===== src/include/adc_monitor_pkg.sv =====
/*
  Constants, register map, field layout and carrier types shared by the
  channel monitor and its averaging stage.
  Assumes a single 250 MHz core clock and a serial front end that delivers
  register accesses as one-cycle strobes on that same clock.
*/
// Summary of operation
// - Input results are straight binary ten-bit codes
// - High limit uses greater-than, low uses less-or-equal
// - Limits are eight bits, results ten bits
// - Unmasked input violation sets flag in status A
// - Any unmasked flag drives interrupt at chosen polarity
// - Single mode repeats the channel select field
// - Scan order: supply, internal, external or inputs, three, four
// - Temperature results checked against own limits, flags
// - Temperatures are two's complement, quarter degree steps
// - Averaging takes sixteen samples before value update
// - Control B bit five disables averaging, default on
// - Scan runs continuously, internal temperature every pass, external only when the shared pins select the sensor
// - Serial traffic aborts conversion, restarts when finished
// - Supply low bits at 03h, high bits at 06h
// - Supply violation sets status B flag, interrupt
// - Supply conversion always uses internal reference
// - After reset scanning mode, conversions wait for enable
// - Control A bits one, two choose shared pin use
// - Control B bit four selects single-channel mode
package adc_monitor_pkg;

  // ----------------------------------------------------------------
  // Widths
  // ----------------------------------------------------------------
  localparam int ADDR_W = 8;
  localparam int DATA_W = 8;
  localparam int RES_W = 10;
  localparam int LIM_W = 8;
  localparam int CH_W = 3;
  localparam int NUM_CH = 7;

  // ----------------------------------------------------------------
  // Register offsets
  // ----------------------------------------------------------------
  localparam logic [7:0] OFS_STATUS_A = 8'h00;
  localparam logic [7:0] OFS_STATUS_B = 8'h01;
  localparam logic [7:0] OFS_SUPPLY_LO = 8'h03;
  localparam logic [7:0] OFS_TEMP_LO = 8'h04;
  localparam logic [7:0] OFS_INPUT_LO = 8'h05;
  localparam logic [7:0] OFS_SUPPLY_HI = 8'h06;
  localparam logic [7:0] OFS_VALUE_BASE = 8'h07;
  localparam logic [7:0] OFS_CTRL_A = 8'h18;
  localparam logic [7:0] OFS_CTRL_B = 8'h19;
  localparam logic [7:0] OFS_MASK_A = 8'h1C;
  localparam logic [7:0] OFS_MASK_B = 8'h1D;
  localparam logic [7:0] OFS_LIMIT_BASE = 8'h2C;
  localparam logic [7:0] OFS_LIMIT_LAST = 8'h39;

  // ----------------------------------------------------------------
  // Field positions
  // ----------------------------------------------------------------
  localparam int CTRLA_EN_BIT = 0;
  localparam int CTRLA_PIN_LSB = 1;
  localparam int CTRLA_POL_BIT = 3;
  localparam int CTRLA_AINREF_BIT = 4;
  localparam int CTRLB_SEL_LSB = 0;
  localparam int CTRLB_SINGLE_BIT = 4;
  localparam int CTRLB_AVGOFF_BIT = 5;
  localparam logic [1:0] PIN_EXT_SENSOR = 2'h0;

  // ----------------------------------------------------------------
  // Reset values
  // ----------------------------------------------------------------
  localparam logic [7:0] CTRL_A_RST = 8'h00;
  localparam logic [7:0] CTRL_B_RST = 8'h00;
  localparam logic [7:0] MASK_RST = 8'h00;
  localparam logic [7:0] TEMP_HI_RST = 8'h7F;
  localparam logic [7:0] TEMP_LO_RST = 8'h80;
  localparam logic [7:0] VOLT_HI_RST = 8'hFF;
  localparam logic [7:0] VOLT_LO_RST = 8'h00;

  // ----------------------------------------------------------------
  // Channel codes, equal to the select field and to the flag index
  // ----------------------------------------------------------------
  localparam logic [2:0] CH_SUPPLY = 3'h0;
  localparam logic [2:0] CH_INT = 3'h1;
  localparam logic [2:0] CH_EXT = 3'h2;
  localparam logic [2:0] CH_AIN1 = 3'h3;
  localparam logic [2:0] CH_AIN2 = 3'h4;
  localparam logic [2:0] CH_AIN3 = 3'h5;
  localparam logic [2:0] CH_AIN4 = 3'h6;

  // ----------------------------------------------------------------
  // Averaging and timing
  // ----------------------------------------------------------------
  localparam int AVG_SAMPLES = 16;
  localparam int AVG_SHIFT = 4;
  localparam real CLK_FREQ_MHZ = 250.0;
  localparam real INT_AVG_TIME_MS = 25.92;
  localparam real EXT_AVG_TIME_MS = 16.8;
  localparam int INT_AVG_CYCLES = int'($floor(INT_AVG_TIME_MS * 1.0e3 * CLK_FREQ_MHZ));
  localparam int EXT_AVG_CYCLES = int'($floor(EXT_AVG_TIME_MS * 1.0e3 * CLK_FREQ_MHZ));

  // ----------------------------------------------------------------
  // Carriers
  // ----------------------------------------------------------------
  typedef struct packed {
    logic wrEn;
    logic rdEn;
    logic [7:0] addr;
    logic [7:0] wrData;
  } reg_access_s;

  typedef struct packed {
    logic start;
    logic abort;
    logic [2:0] channel;
    logic intRef;
  } adc_req_s;

  typedef enum logic [1:0] {SEQ_IDLE, SEQ_START, SEQ_WAIT, SEQ_SETTLE} seq_e;

endpackage : adc_monitor_pkg


===== src/design/sample_averager.sv =====
/*
  Sixteen-sample averaging stage for converter results.
  Assumes one sample strobe per finished conversion on the core clock;
  clear discards a partial sum at once.
*/
`timescale 1ns/1ps
module sample_averager #(
  parameter int RES_W = adc_monitor_pkg::RES_W,
  parameter int AVG_SHIFT = adc_monitor_pkg::AVG_SHIFT
) (
  input wire logic core_clk,
  input wire logic rst_n,
  input wire logic ce,
  input wire logic clear,
  input wire logic avgOn,
  input wire logic isSigned,
  input wire logic sampleValid,
  input wire logic [RES_W-1:0] sample,
  output logic resultValid,
  output logic [RES_W-1:0] result
);

  localparam int SUM_W = RES_W + AVG_SHIFT;
  localparam logic [AVG_SHIFT-1:0] LAST_CNT = AVG_SHIFT'((1 << AVG_SHIFT) - 1);

  typedef struct packed {
    logic [SUM_W-1:0] sum;
    logic [AVG_SHIFT-1:0] cnt;
    logic valid;
    logic [RES_W-1:0] result;
  } avg_state_s;

  avg_state_s s_q;
  avg_state_s s_d;
  logic [SUM_W-1:0] extSample;
  logic [SUM_W-1:0] total;

  // Sign extension keeps negative temperatures averaging correctly
  assign extSample = isSigned ? {{AVG_SHIFT{sample[RES_W-1]}}, sample}
                              : {{AVG_SHIFT{1'b0}}, sample};
  assign total = s_q.sum + extSample;

  // Accumulate, then divide by shifting; valid is a one-cycle pulse
  always_comb begin
    s_d = s_q;
    s_d.valid = 1'b0;
    if (clear) begin
      s_d.sum = '0;
      s_d.cnt = '0;
    end else if (sampleValid) begin
      if (!avgOn) begin
        s_d.result = sample;
        s_d.valid = 1'b1;
        s_d.sum = '0;
        s_d.cnt = '0;
      end else if (s_q.cnt == LAST_CNT) begin
        s_d.result = total[SUM_W-1:AVG_SHIFT];
        s_d.valid = 1'b1;
        s_d.sum = '0;
        s_d.cnt = '0;
      end else begin
        s_d.sum = total;
        s_d.cnt = s_q.cnt + AVG_SHIFT'(1);
      end
    end
  end

  // State register, frozen while the clock enable is low
  always_ff @(posedge core_clk or negedge rst_n) begin
    if (!rst_n) begin
      s_q <= '0;
    end else if (ce) begin
      s_q <= s_d;
    end
  end

  assign resultValid = s_q.valid;
  assign result = s_q.result;
endmodule : sample_averager


===== src/design/adc_channel_monitor.sv =====
/*
  Measurement sequencer and limit checker for a ten-bit monitoring converter.
  Assumes the serial front end presents register accesses as one-cycle
  strobes and holds commActive high for a whole transaction, and that the
  analog front end answers each start pulse with one convDone pulse.
*/
`timescale 1ns/1ps
module adc_channel_monitor #(
  parameter int INT_TIMEOUT_CYCLES = adc_monitor_pkg::INT_AVG_CYCLES,
  parameter int EXT_TIMEOUT_CYCLES = adc_monitor_pkg::EXT_AVG_CYCLES
) (
  input wire logic core_clk,
  input wire logic rst_n,
  input wire logic ce,
  input wire adc_monitor_pkg::reg_access_s regAccess,
  input wire logic commActive,
  output logic [7:0] regRdData,
  output adc_monitor_pkg::adc_req_s adcReq,
  input wire logic convDone,
  input wire logic [9:0] convResult,
  output logic irqOut
);

  localparam int MAX_TO = (INT_TIMEOUT_CYCLES > EXT_TIMEOUT_CYCLES) ?
                          INT_TIMEOUT_CYCLES : EXT_TIMEOUT_CYCLES;
  localparam int TMR_W = $clog2(MAX_TO + 1);
  localparam logic [TMR_W-1:0] INT_TO = TMR_W'(INT_TIMEOUT_CYCLES);
  localparam logic [TMR_W-1:0] EXT_TO = TMR_W'(EXT_TIMEOUT_CYCLES);

  typedef struct packed {
    adc_monitor_pkg::seq_e seq;
    logic [TMR_W-1:0] timer;
    logic [7:0] ctrlA;
    logic [7:0] ctrlB;
    logic [7:0] maskA;
    logic [7:0] maskB;
    logic [6:0] flags;
    logic [6:0][9:0] results;
    logic [6:0][7:0] limHi;
    logic [6:0][7:0] limLo;
    logic [7:0] rdData;
    adc_monitor_pkg::adc_req_s req;
    logic irqPin;
  } mon_state_s;

  mon_state_s s_q;
  mon_state_s s_d;

  // ----------------------------------------------------------------
  // Decoded controls
  // ----------------------------------------------------------------
  logic enable;
  logic single;
  logic extMode;
  logic polHigh;
  logic avgOn;
  logic [2:0] sel;
  logic [6:0] maskVec;
  logic anyUnmasked;
  logic avgClear;
  logic avgValid;
  logic [9:0] avgResult;
  logic isTemp;
  logic [7:0] coarse;
  logic hiOut;
  logic loOut;
  logic store;
  logic timeout;
  logic [TMR_W-1:0] toLimit;
  logic [2:0] nextCh;

  assign enable = s_q.ctrlA[adc_monitor_pkg::CTRLA_EN_BIT];
  assign extMode = s_q.ctrlA[adc_monitor_pkg::CTRLA_PIN_LSB +: 2]
                   == adc_monitor_pkg::PIN_EXT_SENSOR;
  assign polHigh = s_q.ctrlA[adc_monitor_pkg::CTRLA_POL_BIT];
  assign single = s_q.ctrlB[adc_monitor_pkg::CTRLB_SINGLE_BIT];
  assign avgOn = !s_q.ctrlB[adc_monitor_pkg::CTRLB_AVGOFF_BIT];
  // Codes above the last input fall back to the supply channel
  assign sel = (s_q.ctrlB[adc_monitor_pkg::CTRLB_SEL_LSB +: 3] > adc_monitor_pkg::CH_AIN4) ?
               adc_monitor_pkg::CH_SUPPLY : s_q.ctrlB[adc_monitor_pkg::CTRLB_SEL_LSB +: 3];
  assign maskVec = {s_q.maskA[5:0], s_q.maskB[0]};
  assign anyUnmasked = |(s_q.flags & ~maskVec);

  // ----------------------------------------------------------------
  // Limit comparison on the finished average
  // ----------------------------------------------------------------
  // Limits hold eight bits, so they meet the upper eight result bits
  assign isTemp = (s_q.req.channel == adc_monitor_pkg::CH_INT) ||
                  (s_q.req.channel == adc_monitor_pkg::CH_EXT);
  assign coarse = avgResult[9:2];
  always_comb begin
    if (isTemp) begin
      hiOut = $signed(coarse) > $signed(s_q.limHi[s_q.req.channel]);
      loOut = $signed(coarse) <= $signed(s_q.limLo[s_q.req.channel]);
    end else begin
      hiOut = coarse > s_q.limHi[s_q.req.channel];
      loOut = coarse <= s_q.limLo[s_q.req.channel];
    end
  end

  assign store = (s_q.seq == adc_monitor_pkg::SEQ_SETTLE) && avgValid;
  assign toLimit = (s_q.req.channel == adc_monitor_pkg::CH_EXT) ? EXT_TO : INT_TO;
  // A front end that never answers must not stall the scan forever
  assign timeout = (s_q.seq == adc_monitor_pkg::SEQ_WAIT) && (s_q.timer >= toLimit);
  assign avgClear = commActive || !enable || timeout;

  // ----------------------------------------------------------------
  // Channel stepping
  // ----------------------------------------------------------------
  always_comb begin
    if (single) begin
      nextCh = sel;
    end else begin
      case (s_q.req.channel)
        adc_monitor_pkg::CH_SUPPLY: nextCh = adc_monitor_pkg::CH_INT;
        adc_monitor_pkg::CH_INT: nextCh = extMode ? adc_monitor_pkg::CH_EXT
                                                   : adc_monitor_pkg::CH_AIN1;
        adc_monitor_pkg::CH_EXT: nextCh = adc_monitor_pkg::CH_AIN3;
        adc_monitor_pkg::CH_AIN1: nextCh = adc_monitor_pkg::CH_AIN2;
        adc_monitor_pkg::CH_AIN2: nextCh = adc_monitor_pkg::CH_AIN3;
        adc_monitor_pkg::CH_AIN3: nextCh = adc_monitor_pkg::CH_AIN4;
        default: nextCh = adc_monitor_pkg::CH_SUPPLY;
      endcase
    end
  end

  sample_averager u_avg (
    .core_clk(core_clk),
    .rst_n(rst_n),
    .ce(ce),
    .clear(avgClear),
    .avgOn(avgOn),
    .isSigned(isTemp),
    .sampleValid(convDone && (s_q.seq == adc_monitor_pkg::SEQ_WAIT) && !avgClear),
    .sample(convResult),
    .resultValid(avgValid),
    .result(avgResult)
  );

  // ----------------------------------------------------------------
  // Reset image
  // ----------------------------------------------------------------
  // Temperature limits start at the signed extremes and voltage limits at full
  // range, so only a reading whose upper eight bits are 00h (80h for temperatures) flags before the host programs its own limits.
  // A constant image keeps the asynchronous reset branch free of logic.
  localparam mon_state_s RESET_STATE = '{
    seq: adc_monitor_pkg::SEQ_IDLE,
    ctrlA: adc_monitor_pkg::CTRL_A_RST,
    ctrlB: adc_monitor_pkg::CTRL_B_RST,
    maskA: adc_monitor_pkg::MASK_RST,
    maskB: adc_monitor_pkg::MASK_RST,
    limHi: {{4{adc_monitor_pkg::VOLT_HI_RST}}, {2{adc_monitor_pkg::TEMP_HI_RST}},
            adc_monitor_pkg::VOLT_HI_RST},
    limLo: {{4{adc_monitor_pkg::VOLT_LO_RST}}, {2{adc_monitor_pkg::TEMP_LO_RST}},
            adc_monitor_pkg::VOLT_LO_RST},
    irqPin: 1'b1,
    default: '0
  };

  // ----------------------------------------------------------------
  // Next state: sequencer, register file, flags, interrupt pin
  // ----------------------------------------------------------------
  always_comb begin
    logic [7:0] limIdx;
    limIdx = regAccess.addr - adc_monitor_pkg::OFS_LIMIT_BASE;
    s_d = s_q;
    s_d.req.start = 1'b0;
    s_d.req.abort = commActive;

    // Sequencer
    case (s_q.seq)
      adc_monitor_pkg::SEQ_IDLE: begin
        s_d.timer = '0;
        if (enable && !commActive) begin
          s_d.seq = adc_monitor_pkg::SEQ_START;
          if (single) begin
            s_d.req.channel = sel;
          end
        end
      end
      adc_monitor_pkg::SEQ_START: begin
        s_d.req.start = 1'b1;
        s_d.req.intRef = (s_q.req.channel <= adc_monitor_pkg::CH_EXT) ||
                         !s_q.ctrlA[adc_monitor_pkg::CTRLA_AINREF_BIT];
        s_d.timer = '0;
        s_d.seq = adc_monitor_pkg::SEQ_WAIT;
      end
      adc_monitor_pkg::SEQ_WAIT: begin
        s_d.timer = s_q.timer + TMR_W'(1);
        if (timeout) begin
          s_d.req.channel = nextCh;
          s_d.seq = adc_monitor_pkg::SEQ_START;
        end else if (convDone) begin
          s_d.seq = adc_monitor_pkg::SEQ_SETTLE;
        end
      end
      adc_monitor_pkg::SEQ_SETTLE: begin
        s_d.seq = adc_monitor_pkg::SEQ_START;
        if (store) begin
          s_d.results[s_q.req.channel] = avgResult;
          s_d.req.channel = nextCh;
        end
      end
      default: s_d.seq = adc_monitor_pkg::SEQ_IDLE;
    endcase
    // Serial traffic or disable drops any conversion in flight
    if (commActive || !enable) begin
      s_d.seq = adc_monitor_pkg::SEQ_IDLE;
      s_d.req.start = 1'b0;
    end

    // Register writes
    if (regAccess.wrEn) begin
      case (regAccess.addr)
        adc_monitor_pkg::OFS_CTRL_A: s_d.ctrlA = regAccess.wrData;
        adc_monitor_pkg::OFS_CTRL_B: s_d.ctrlB = regAccess.wrData;
        adc_monitor_pkg::OFS_MASK_A: s_d.maskA = regAccess.wrData;
        adc_monitor_pkg::OFS_MASK_B: s_d.maskB = regAccess.wrData;
        default: begin
          if (regAccess.addr >= adc_monitor_pkg::OFS_LIMIT_BASE &&
              regAccess.addr <= adc_monitor_pkg::OFS_LIMIT_LAST) begin
            if (limIdx[0]) begin
              s_d.limLo[limIdx[3:1]] = regAccess.wrData;
            end else begin
              s_d.limHi[limIdx[3:1]] = regAccess.wrData;
            end
          end
        end
      endcase
    end

    // Register reads; status reads clear, a same-cycle set still wins
    if (regAccess.rdEn) begin
      case (regAccess.addr)
        adc_monitor_pkg::OFS_STATUS_A: begin
          s_d.rdData = {2'h0, s_q.flags[6:1]};
          s_d.flags[6:1] = '0;
        end
        adc_monitor_pkg::OFS_STATUS_B: begin
          s_d.rdData = {7'h00, s_q.flags[0]};
          s_d.flags[0] = 1'b0;
        end
        adc_monitor_pkg::OFS_SUPPLY_LO: s_d.rdData = {6'h00, s_q.results[0][1:0]};
        adc_monitor_pkg::OFS_SUPPLY_HI: s_d.rdData = s_q.results[0][9:2];
        adc_monitor_pkg::OFS_TEMP_LO: s_d.rdData = {4'h0, s_q.results[2][1:0],
                                                    s_q.results[1][1:0]};
        adc_monitor_pkg::OFS_INPUT_LO: s_d.rdData = {s_q.results[6][1:0], s_q.results[5][1:0],
                                                     s_q.results[4][1:0], s_q.results[3][1:0]};
        adc_monitor_pkg::OFS_CTRL_A: s_d.rdData = s_q.ctrlA;
        adc_monitor_pkg::OFS_CTRL_B: s_d.rdData = s_q.ctrlB;
        adc_monitor_pkg::OFS_MASK_A: s_d.rdData = s_q.maskA;
        adc_monitor_pkg::OFS_MASK_B: s_d.rdData = s_q.maskB;
        default: begin
          s_d.rdData = 8'h00;
          if (regAccess.addr >= adc_monitor_pkg::OFS_VALUE_BASE &&
              regAccess.addr < adc_monitor_pkg::OFS_VALUE_BASE + 8'h06) begin
            s_d.rdData = s_q.results[3'(regAccess.addr - adc_monitor_pkg::OFS_VALUE_BASE)
                                     + 3'h1][9:2];
          end else if (regAccess.addr >= adc_monitor_pkg::OFS_LIMIT_BASE &&
                       regAccess.addr <= adc_monitor_pkg::OFS_LIMIT_LAST) begin
            s_d.rdData = limIdx[0] ? s_q.limLo[limIdx[3:1]] : s_q.limHi[limIdx[3:1]];
          end
        end
      endcase
    end

    // Out-of-limit flags, set after any clear so that the set wins
    if (store && (hiOut || loOut) && !maskVec[s_q.req.channel]) begin
      s_d.flags[s_q.req.channel] = 1'b1;
    end

    // Interrupt pin level follows the unmasked flags and polarity
    s_d.irqPin = polHigh ? anyUnmasked : !anyUnmasked;
  end

  // State register, frozen while the clock enable is low
  always_ff @(posedge core_clk or negedge rst_n) begin
    if (!rst_n) begin
      s_q <= RESET_STATE;
    end else if (ce) begin
      s_q <= s_d;
    end
  end

  assign regRdData = s_q.rdData;
  assign adcReq = s_q.req;
  assign irqOut = s_q.irqPin;
endmodule : adc_channel_monitor


===== config.mk =====
export PLATFORM = sky130hd
export DESIGN_NAME = adc_channel_monitor
export DESIGN_NICKNAME = d
export VERILOG_FILES = /design/src/include/adc_monitor_pkg.sv /design/src/design/sample_averager.sv /design/src/design/adc_channel_monitor.sv
export SDC_FILE = /design/constraint.sdc
export NUM_CORES = 1
export LEC_CHECK = 0
export BUFFER_PORTS_ARGS = -buffer_cell sky130_fd_sc_hd__clkbuf_2
export CORE_ASPECT_RATIO = 2
export CORE_MARGIN = 2
export CORE_UTILIZATION = 65
export DETAILED_ROUTE_END_ITERATION = 8
export GPL_TIMING_DRIVEN = 0
export PLACE_DENSITY = 0.93
export SLEW_MARGIN = 30
export SYNTH_ARGS = -nofsm -noshare
export SYNTH_HDL_FRONTEND = slang
export SYNTH_HIERARCHICAL = 1
export SYNTH_SLANG_ARGS = --single-unit

===== constraint.sdc =====
create_clock -name core_clk -period 5.4 [get_ports core_clk]
set_input_delay 0.54 -clock core_clk [delete_from_list [all_inputs] [get_ports core_clk]]
set_output_delay 0.54 -clock core_clk [all_outputs]
set_load 0.01 [all_outputs]

After elaboration in Yosys (flattened, before gate mapping)
Index checks and enable logic that the tools add are counted.
{"block": "word_totals", "register_bits": 290, "out_inout_bits": 15, "elab_cells": 195}
{"block": "classes", "add_sub_neg": 6, "order_cmp": 16, "eq_ne": 24, "muxes": 57, "n_bitwise": 6, "n_reduce_logical": 48}
{"op": "56-bit bitwise mux", "count": 2}
{"op": "8-bit binary-select mux with 3-bit select", "count": 4}
{"op": "8-bit one-hot mux with 10 select lines", "count": 1}
{"op": "70-bit bitwise mux", "count": 1}
{"op": "8-bit 2-to-1 mux", "count": 8}
{"op": "29-bit 2-to-1 mux", "count": 2}
{"op": "23-bit one-hot mux with 2 select lines", "count": 1}
{"op": "18-bit 2-to-1 mux", "count": 2}
{"op": "8-bit by 5-bit == test with 1-bit output (second input constant)", "count": 4}
{"op": "10-bit binary-select mux with 3-bit select", "count": 1}
{"op": "10-bit demux with 3-bit select", "count": 1}
{"op": "8-bit demux with 3-bit select", "count": 1}
{"op": "8-bit by 3-bit == test with 1-bit output (second input constant)", "count": 3}
{"op": "23-bit by 1-bit adder with 23-bit output (second input constant)", "count": 1}
{"op": "23-bit >= comparator", "count": 1}
{"op": "11-bit 2-to-1 mux", "count": 2}
{"op": "22-bit 2-to-1 mux", "count": 1}
{"op": "10-bit 2-to-1 mux", "count": 2}
{"op": "3-bit 2-to-1 mux", "count": 6}
{"op": "3-bit AND reduction", "count": 6}
{"op": "8-bit > comparator", "count": 2}
{"op": "8-bit less-or-equal comparator", "count": 2}
{"op": "3-bit one-hot mux with 5 select lines", "count": 1}
{"op": "14-bit adder", "count": 1}
{"op": "other kinds (51)", "count": 101}

Longest topological paths before layout
Gate-level depths: netlist of the first run.
{"block": "logic_depth", "ltp_word": 9, "depth_mapped": 19}

Cells and area by module
The synthesis of the first run kept the hierarchy.
{"mod": "adc_channel_monitor", "n_inst": 1, "cells_per_inst": 1203, "area_each_um2": 14520.2}
{"mod": "sample_averager", "n_inst": 1, "cells_per_inst": 227, "area_each_um2": 2028.2}

Least setup slack after synthesis of the first run
No wires, ideal clock.
{"block": "synth_timing", "path_kind": "register -> register", "startpoint": "reg s_q, in the netlist adcReq[1]", "endpoint": "reg u_avg.s_q, in the netlist u_avg/result[9]", "setup_time_ps": 80, "arrival_time_ps": 3555, "slack_ps": 1765, "stages_incl_launch_ff": 20, "path_buffers": 4, "period_less_slack_ps": 3635, "cell_sequence": "dfrtp_1 buf_2 buf_2 buf_2 nor2_1 nand2_1 inv_1 ha_1 and4b_1 and3_1 nor2b_1 a211o_4 nor2_1 nand2_1 nor2_1 clkbuf_1 nor2_1 nor2_1 o22ai_1 o211ai_2"}
{"block": "synth_between", "elab_chain_cells": 8}
{"element": "start, declared", "line": "adc_channel_monitor.sv:46", "source": "mon_state_s s_q;"}
{"element": "start signal, assigned", "line": "adc_channel_monitor.sv:279", "source": "s_q <= RESET_STATE;"}
{"element": "start signal, assigned", "line": "adc_channel_monitor.sv:281", "source": "s_q <= s_d;"}
{"element": "3-bit by 2-bit == test with 1-bit output", "line": "adc_channel_monitor.sv:89, adc_channel_monitor.sv:102"}
{"element": "22-bit 2-to-1 mux", "line": "adc_channel_monitor.sv:102", "source": "assign toLimit = (s_q.req.channel == adc_monitor_pkg::CH_EXT) ? EXT_TO : INT_TO;"}
{"element": "23-bit >= comparator", "line": "adc_channel_monitor.sv:104", "source": "assign timeout = (s_q.seq == adc_monitor_pkg::SEQ_WAIT) && (s_q.timer >= toLimit);"}
{"element": "1-bit logical AND", "line": "adc_channel_monitor.sv:104"}
{"element": "1-bit logical OR", "line": "adc_channel_monitor.sv:105", "source": "assign avgClear = commActive || !enable || timeout;"}
{"element": "1-bit logical NOT", "line": "adc_channel_monitor.sv:134", "source": ".sampleValid(convDone && (s_q.seq == adc_monitor_pkg::SEQ_WAIT) && !avgClear),"}
{"element": "1-bit logical AND", "line": "adc_channel_monitor.sv:134"}
{"element": "4-bit AND reduction (no line)"}
{"element": "end signal, assigned", "line": "sample_averager.sv:71", "source": "s_q <= '0;"}
{"element": "end signal, assigned", "line": "sample_averager.sv:73", "source": "s_q <= s_d;"}
{"element": "end, declared", "line": "sample_averager.sv:33", "source": "avg_state_s s_q;"}
Several ways; a longest one is shown, not always the timed one. The select of a mux whose other input is x is not followed.
A chain may end at the register's enable or synchronous reset.

Worst setup path after layout of the first run
{"block": "layout_timing", "startpoint": "reg s_q, in the netlist adcReq[2]", "endpoint": "reg s_q[199] (netlist name)"}
{"block": "layout_between", "elab_chain_cells": 8}
{"element": "8-bit binary-select mux with 3-bit select (on tied branches)"}
{"element": "8-bit 2-to-1 mux (on tied branches)"}
{"element": "8-bit > comparator, or another cell as far along", "line": "adc_channel_monitor.sv:96", "source": "hiOut = coarse > s_q.limHi[s_q.req.channel];"}
{"element": "1-bit 2-to-1 mux", "line": "adc_channel_monitor.sv:92", "source": "if (isTemp) begin"}
{"element": "1-bit logical OR", "line": "adc_channel_monitor.sv:268", "source": "if (store && (hiOut || loOut) && !maskVec[s_q.req.channel]) begin"}
{"element": "1-bit logical AND (2 in series)", "line": "adc_channel_monitor.sv:268"}
{"element": "7-bit 2-to-1 mux *", "line": "adc_channel_monitor.sv:268"}
Mark *: on every way between the ends. The rest lies on a longest branch, timed or not. The select of a mux whose other input is x is not followed.

==> results.json, run 1 <==
{
  "yosysWarnings": 6,
  "holdPathStages": 2,
  "grt_usage": 0.4270,
  "port_buffers": 46,
  "synthToLayoutAreaGrowth_pct": 9.867,
  "grt_pass1_vias": 13820,
  "cp-start-kind": "register",
  "final_common_cell": "dfrtp_1",
  "rsz0062_at_grt": "no",
  "synth_async_sr_flop_share": 1.000,
  "path_cells": "buf_2 -> clkinv_1 -> nor2_1 -> clkbuf_1 -> a221o_1 -> o21ai_0 -> ha_1 -> nand4_1 -> or2_2 -> o311ai_1 -> a31oi_1 -> a311oi_2 -> o31ai_1",
  "syn-num-nets": 1521,
  "cap_violations": 0,
  "finalClockSkew_ps": 13.74,
  "remaining_drc_errors": 0,
  "use_met1": 0.4475,
  "pwr_density_cell_nw_per_um2": 278.1,
  "seq_area_um2": 7328,
  "ios": 48,
  "firstDrtPassIters": 8,
  "hp-start": "ce",
  "synth_area_um2": 16550,
  "crit_required_ps": 5820,
  "final_layout_size_suffix_gt1_frac": 0.3259,
  "cts_tree": "built",
  "crit_family": "compound AO/OA/AOI/OAI gates",
  "tightest_slew_ps": 1096,
  "path_max_fanout": 10,
  "finalInstanceArea_um2": 18180,
  "crit_arrival_ps": 5650,
  "nNetsFinal": 1598,
  "vias": 13450,
  "clockBufferDepth": 3,
  "crit_path_max_incr_delay_ps": 730,
  "max_freq_mhz": 191.3,
  "antenna_found_initial": 2,
  "ir_drop_uv": 218.5,
  "crit_buf_inv": 3,
  "rr_worst_depth": 13,
  "routed_wl_mm": 55.20,
  "power.leakage_nw": 8.174,
  "clock_sinks": 290,
  "wl_per_cell_um": 29.65,
  "p_sw_frac": 0.2887,
  "die-width_um": 116.8,
  "globalplace.congestion": 1.071,
  "grt_max_degree": 91,
  "status": "complete, no violations",
  "power.switching_mw": 1.460,
  "reg2reg_setup_slack_ps": 170,
  "maxSlewViolCount": 0,
  "drtIter0Drc": 1642,
  "synth-edff-count": 0,
  "synth_top_flop_cell": "dfrtp_1",
  "final_antenna_net_count": 0,
  "p_comb_frac": 0.162,
  "power_frac_seq": 0.450,
  "final_hold_viol_count": 0,
  "yosysTopAreaCell": "dfrtp_1",
  "synth_top_cell_area_share": 0.3523,
  "synth_cell_types": 89,
  "fin_setup_tns_ps": 0,
  "relSlewSlack": 0.2615,
  "hold_class": "in2reg",
  "synthCells": 1430,
  "cts.clk_slew.worst_paths_ps": 80,
  "num_rows": 82,
  "fp.coreArea_um2": 25030,
  "dpl_cell_area_um2": 17290,
  "intPower_mw": 3.596,
  "cts_root_buffer": "clkbuf_16",
  "clock_latency_ps": 580,
  "min_period_over_period": 0.9681,
  "cts-resized-gates": 0,
  "slowest_stage": "nor2_1",
  "cts-htree-levels": 1,
  "ys_top_cells_by_area": "dfrtp_1 35%, mux2_2 15%, dfstp_2 9.1%",
  "seq_area_frac_synth": 0.4428,
  "grtUsageMet3": 0.1526,
  "numCtsBuffers": 25,
  "initial_utilization": 0.6610,
  "end_kind": "register",
  "gr-usage-met2": 0.6534,
  "die_h_um": 229.7,
  "r2r_end": "s_q[199]",
  "clkPwrFrac": 0.389,
  "fill_cells": 1680,
  "worstHoldEndpoint": "u_avg/resultValid",
  "top_usage_layer": "met2",
  "timing.rr.start": "adcReq[2]",
  "dpl.hpwl_mm": 38.03,
  "crit_type": "reg2reg",
  "layout_common_cells": "233 x dfrtp_1, 215 x mux2_2, 80 x nor2_1, 79 x nand2_1, 77 x o21ai_0",
  "min_period_ps": 5228,
  "dieArea_um2": 26830,
  "multiInputGateArea_um2": 8549,
  "gr-total-overflow": 0,
  "syn_area_per_cell_um2": 11.57,
  "synth_seq_cells": 290,
  "viasPerCell": 7.223,
  "finalSetupViolCount": 0,
  "grt_pass1_wl_mm": 83.46
}
==> cells in the mapped netlist, types with 4 or more instances <==
cell / number
o211a_1: 5
o21bai_1: 4
a211oi_1: 8
xor2_1: 16
dfstp_2: 57
nor3b_1: 6
a22o_1: 13
buf_4: 31
nand4_1: 9
mux4_2: 41
nor3_1: 23
a22oi_1: 15
mux2_2: 215
o21ai_1: 8
nor2_1: 80
a32oi_1: 5
a221o_1: 15
nand2b_1: 10
xnor2_1: 14
a221oi_1: 12
a21o_1: 5
a31oi_1: 8
mux2i_1: 23
nor2b_1: 12
nand2_1: 79
o21a_1: 7
a21oi_1: 31
mux2_1: 16
o21ai_0: 81
nand3b_1: 7
and3_1: 13
o22ai_1: 18
nor4_1: 4
clkbuf_1: 46
inv_1: 37
or3_1: 5
nor3_2: 6
o211ai_1: 13
buf_2: 17
ha_1: 57
dfrtp_1: 233
nand3_1: 36
o31ai_1: 13
==> worst reg2reg max path: cells and delay by family, from the launching register on <==
kind	cells	cell delay [ps]
compound gates	6	1690
buf+inv	3	1220
flops	1	520
simple gates	3	1170
fa+ha+maj	1	480
==> stage by stage <==
stage | total power [mW] | hold slack, ps | utilization | setup slack, ps | cells
after detailed placement | 3.066 | 474.1 | 0.6907 | 486.0 | 1815
after CTS | 4.976 | 239.3 | 0.7258 | 486.0 | 1861
final | 5.056 | 226.2 | 0.7263 | 172.1 | 1862
after floorplan | 2.749 | 244.4 | - | 1765 | 1430
after global routing | 5.182 | 254.5 | 0.7262 | 112.1 | 1861
after global placement | 3.031 | 456.1 | 0.6870 | -1994 | 1812
==> cell families (layout without fill, tap and decap cells) <==
group,Yosys count,count (layout),share of synthesized area
buffers and inverters,138,233,0.04105
muxes,296,296,0.2278
xor gates and xnor gates,30,30,0.01588
AOI/OAI and AO/OA,295,295,0.1256
DFF,290,290,0.4428
adders and majority gates,58,58,0.04431
and+or+nand+nor,323,323,0.1025
other,0,1,0
==> sequential cells by signal (all words and copies together), names as in the netlist, 6 cells and up <==
register      flops
s_q             237
u_avg/s_q        18
u_avg/result     10
regRdData         8
maskVec           7
adcReq            6
==> final cells by class <==
type / instances / area share
Tap cell: 336 / 0.02312
Antenna cell: 1 / 0.0001376
Clock inverter: 9 / 0.006744
Inverter: 39 / 0.008052
Multi-Input combinational cell: 1002 / 0.4702
Timing Repair Buffer: 50 / 0.01824
Buffer: 99 / 0.02932
Clock buffer: 36 / 0.04108
Sequential cell: 290 / 0.4031
==> power groups by stage <==
stage          sequential [mW]  clock [mW]  combinational (mW)
2_1_floorplan             2.29           0               0.461
3_3_place_gp              2.30           0               0.727
3_5_place_dp              2.31           0               0.759
4_1_cts                   2.27        1.94               0.766
5_1_grt                   2.27        2.04               0.863
6_report                  2.27        1.97               0.817
==> metal layers <==
metal	share of wire	up-vias	routed length [um]
li1	-	5483	-
met4	0.12	2	6421
met1	0.31	6625	16950
met3	0.11	356	5849
met2	0.47	983	25960
met5	0.00025	-	14
==> timing repair <==
| action | 4_1_cts | 5_1_grt |
|---|---|---|
| setup buffers | 0 | 0 |
| endpoints found under the hold margin | 11 | 0 |
| hold buffers | 1 | 0 |
==> how the worst max path moves through the flow <==
stage                          from              end  slack (ps)  depth (start not counted)
after floorplan           adcReq[1]  u_avg/result[9]        1760                         19
after global placement        rst_n          s_q[19]       -1990                          1
after detailed placement  adcReq[2]         s_q[202]         490                         13
after CTS                 adcReq[2]         s_q[199]         490                         13
after global routing      adcReq[1]    u_avg/s_q[13]         110                         16
final                     adcReq[2]         s_q[199]         170                         13
No activity file was read; power rests on OpenSTA's default activity.
==> inputs of run 2 (changes only) <==
--- a/config.mk
+++ b/config.mk
@@ -11,7 +11,7 @@
 export CORE_UTILIZATION = 65
 export DETAILED_ROUTE_END_ITERATION = 8
 export GPL_TIMING_DRIVEN = 0
-export PLACE_DENSITY = 0.93
+export PLACE_DENSITY = 0.94
 export SLEW_MARGIN = 30
 export SYNTH_ARGS = -nofsm -noshare
 export SYNTH_HDL_FRONTEND = slang
==> run 2 against run 1 <==
Global-route usage rose by 1.7 points. Maximum frequency shrank 1.4%. First-iteration DRC count is 9.7% higher. Worst hold slack better by 23 ps. Critical path depth unchanged. Setup slack lost 74 ps. Sequential cell count is the same. Sequential power hardly changed. Non-clock buffer count grew 1. Sequential share of layout area down 0.26 points. Critical endpoint unchanged.
==> results.json, run 2 (same netlist as run 1, synthesis figures left out) <==
{
  "routed_wl_mm": 56.95,
  "initial_utilization": 0.6610,
  "port_buffers": 46,
  "fill_cells": 1618,
  "layout_common_cells": "233 x dfrtp_1, 215 x mux2_2, 80 x nor2_1, 79 x nand2_1, 75 x o21ai_0",
  "grt_pass1_vias": 14080,
  "numCtsBuffers": 27,
  "viasPerCell": 7.289,
  "fp.coreArea_um2": 25030,
  "final_layout_size_suffix_gt1_frac": 0.3281,
  "die_h_um": 229.7,
  "finalInstanceArea_um2": 18300,
  "finalClockSkew_ps": 33.38,
  "use_met1": 0.4713,
  "antenna_found_initial": 5,
  "crit_type": "reg2reg",
  "min_period_over_period": 0.9819,
  "crit_arrival_ps": 5720,
  "finalSetupViolCount": 0,
  "cp-start-kind": "register",
  "vias": 13620,
  "hold_ws_ps": 249.7,
  "max_freq_mhz": 188.6,
  "status": "complete, no violations",
  "path_max_fanout": 10,
  "clock_sinks": 290,
  "grt_max_degree": 71,
  "min_period_ps": 5302,
  "clockBufferDepth": 3,
  "wl_per_cell_um": 30.49,
  "ios": 48,
  "grt_pass1_wl_mm": 86.32,
  "power.leakage_nw": 8.237,
  "final_common_cell": "dfrtp_1",
  "regMostFlops": "s_q",
  "maxSlewViolCount": 0,
  "gr-usage-met2": 0.6564,
  "cts-htree-levels": 1,
  "dieArea_um2": 26830,
  "globalplace.congestion": 1.121,
  "cts_root_buffer": "clkbuf_16",
  "top_usage_layer": "met2",
  "crit_required_ps": 5820,
  "rsz0062_at_grt": "no",
  "remaining_drc_errors": 0,
  "gr-total-overflow": 0,
  "num_rows": 82,
  "largest_register_ffs": 237,
  "cap_violations": 0,
  "cts.clk_slew.worst_paths_ps": 70,
  "synthToLayoutAreaGrowth_pct": 10.57,
  "ir_drop_uv": 284.5,
  "die-width_um": 116.8,
  "pwr_density_cell_nw_per_um2": 283.8,
  "drtIter0Drc": 1802,
  "clock_latency_ps": 600,
  "grt_usage": 0.4437,
  "dpl_cell_area_um2": 17320,
  "cts_setup_buffers": 0,
  "hold_class": "in2reg",
  "grtUsageMet3": 0.2072,
  "tightest_slew_ps": 1120,
  "final_antenna_net_count": 0,
  "dpl.hpwl_mm": 38.23,
  "relSlewSlack": 0.2536,
  "firstDrtPassIters": 8,
  "nNetsFinal": 1601,
  "final_hold_viol_count": 0,
  "cts_tree": "built",
  "end_kind": "register"
}
==> run 2: cell types whose count changed in the layout (fill, tap and decap cells not counted), sizes merged <==
cell      change
clkbuf        +2
buf           +1
clkinv        +1
bufinv        +1
diode         +1
clkinvlp      -1
inv           +1
==> run 2: metrics by stage <==
stage | util | worst slack, ps | cells | TNS [ps] | power, mW
2_1_floorplan | - | 1765 | 1430 | 0 | 2.749
3_3_place_gp | 0.6870 | -2018 | 1812 | -461030 | 3.022
3_5_place_dp | 0.6918 | 487.1 | 1816 | 0 | 3.063
4_1_cts | 0.7297 | 455.1 | 1866 | 0 | 5.092
5_1_grt | 0.7307 | 153.8 | 1866 | 0 | 5.305
6_report | 0.7309 | 97.79 | 1868 | 0 | 5.193
==> run 2: worst max-delay path, stage by stage, from the launching register on <==
cell and delay, ps:
dfrtp_1 530, buf_2 300, clkinv_1 320, nor2_1 660
clkbuf_1 610, a221o_1 270, o21ai_0 380, ha_1 530
nand4_1 160, or2_2 320, o311ai_1 100, a31oi_1 100
a311oi_2 660, o31ai_1 180
==> run 2: path summary, 6_finish.rpt <==
check                          start                 to  slack (ps)  cells after the start
setup reg to reg           adcReq[2]           s_q[199]         100                     13
setup / recovery           adcReq[2]           s_q[199]         100                     13
min in group asynchronous      rst_n           s_q[225]         500                      2
hold reg to reg            adcReq[0]          adcReq[0]         490                      2
hold / removal                    ce  u_avg/resultValid         250                      2
max in group asynchronous      rst_n            s_q[73]        4110                      3
==> run 2: area by class of cell <==
type / instances / area, um2 / area share
multi-input cells: 1002 / 8564 / 0.4681
clock buffers: 38 / 778.2 / 0.04253
clock inverters: 11 / 161.4 / 0.008821
flip-flops and latches: 290 / 7328 / 0.4005
inverters: 39 / 146.4 / 0.008001
well taps: 336 / 420.4 / 0.02298
diodes: 2 / 5.005 / 0.0002735
plain buffers: 99 / 534.3 / 0.02920
repair buffers: 51 / 359.1 / 0.01963
==> run 2: metal layers <==
layer | share of wire | vias to the layer above | wire length (um)
met5 | 0.0012 | - | 68
met4 | 0.11 | 6 | 6395
met3 | 0.12 | 448 | 7063
met2 | 0.46 | 1044 | 25990
met1 | 0.31 | 6634 | 17430
li1 | - | 5484 | -
==> run 2: timing repair <==
action                                  CTS  global route
hold buffers                              1             0
gates resized for setup                   0             1
endpoints found under the setup margin    0             1
hold endpoints to repair                 45             0
==> run 2: power by group <==
part	total, mW	switching (mW)	internal (mW)
clock	2.08	0.885	1.20
combinational	0.835	0.563	0.272
sequential	2.27	0.0505	2.22
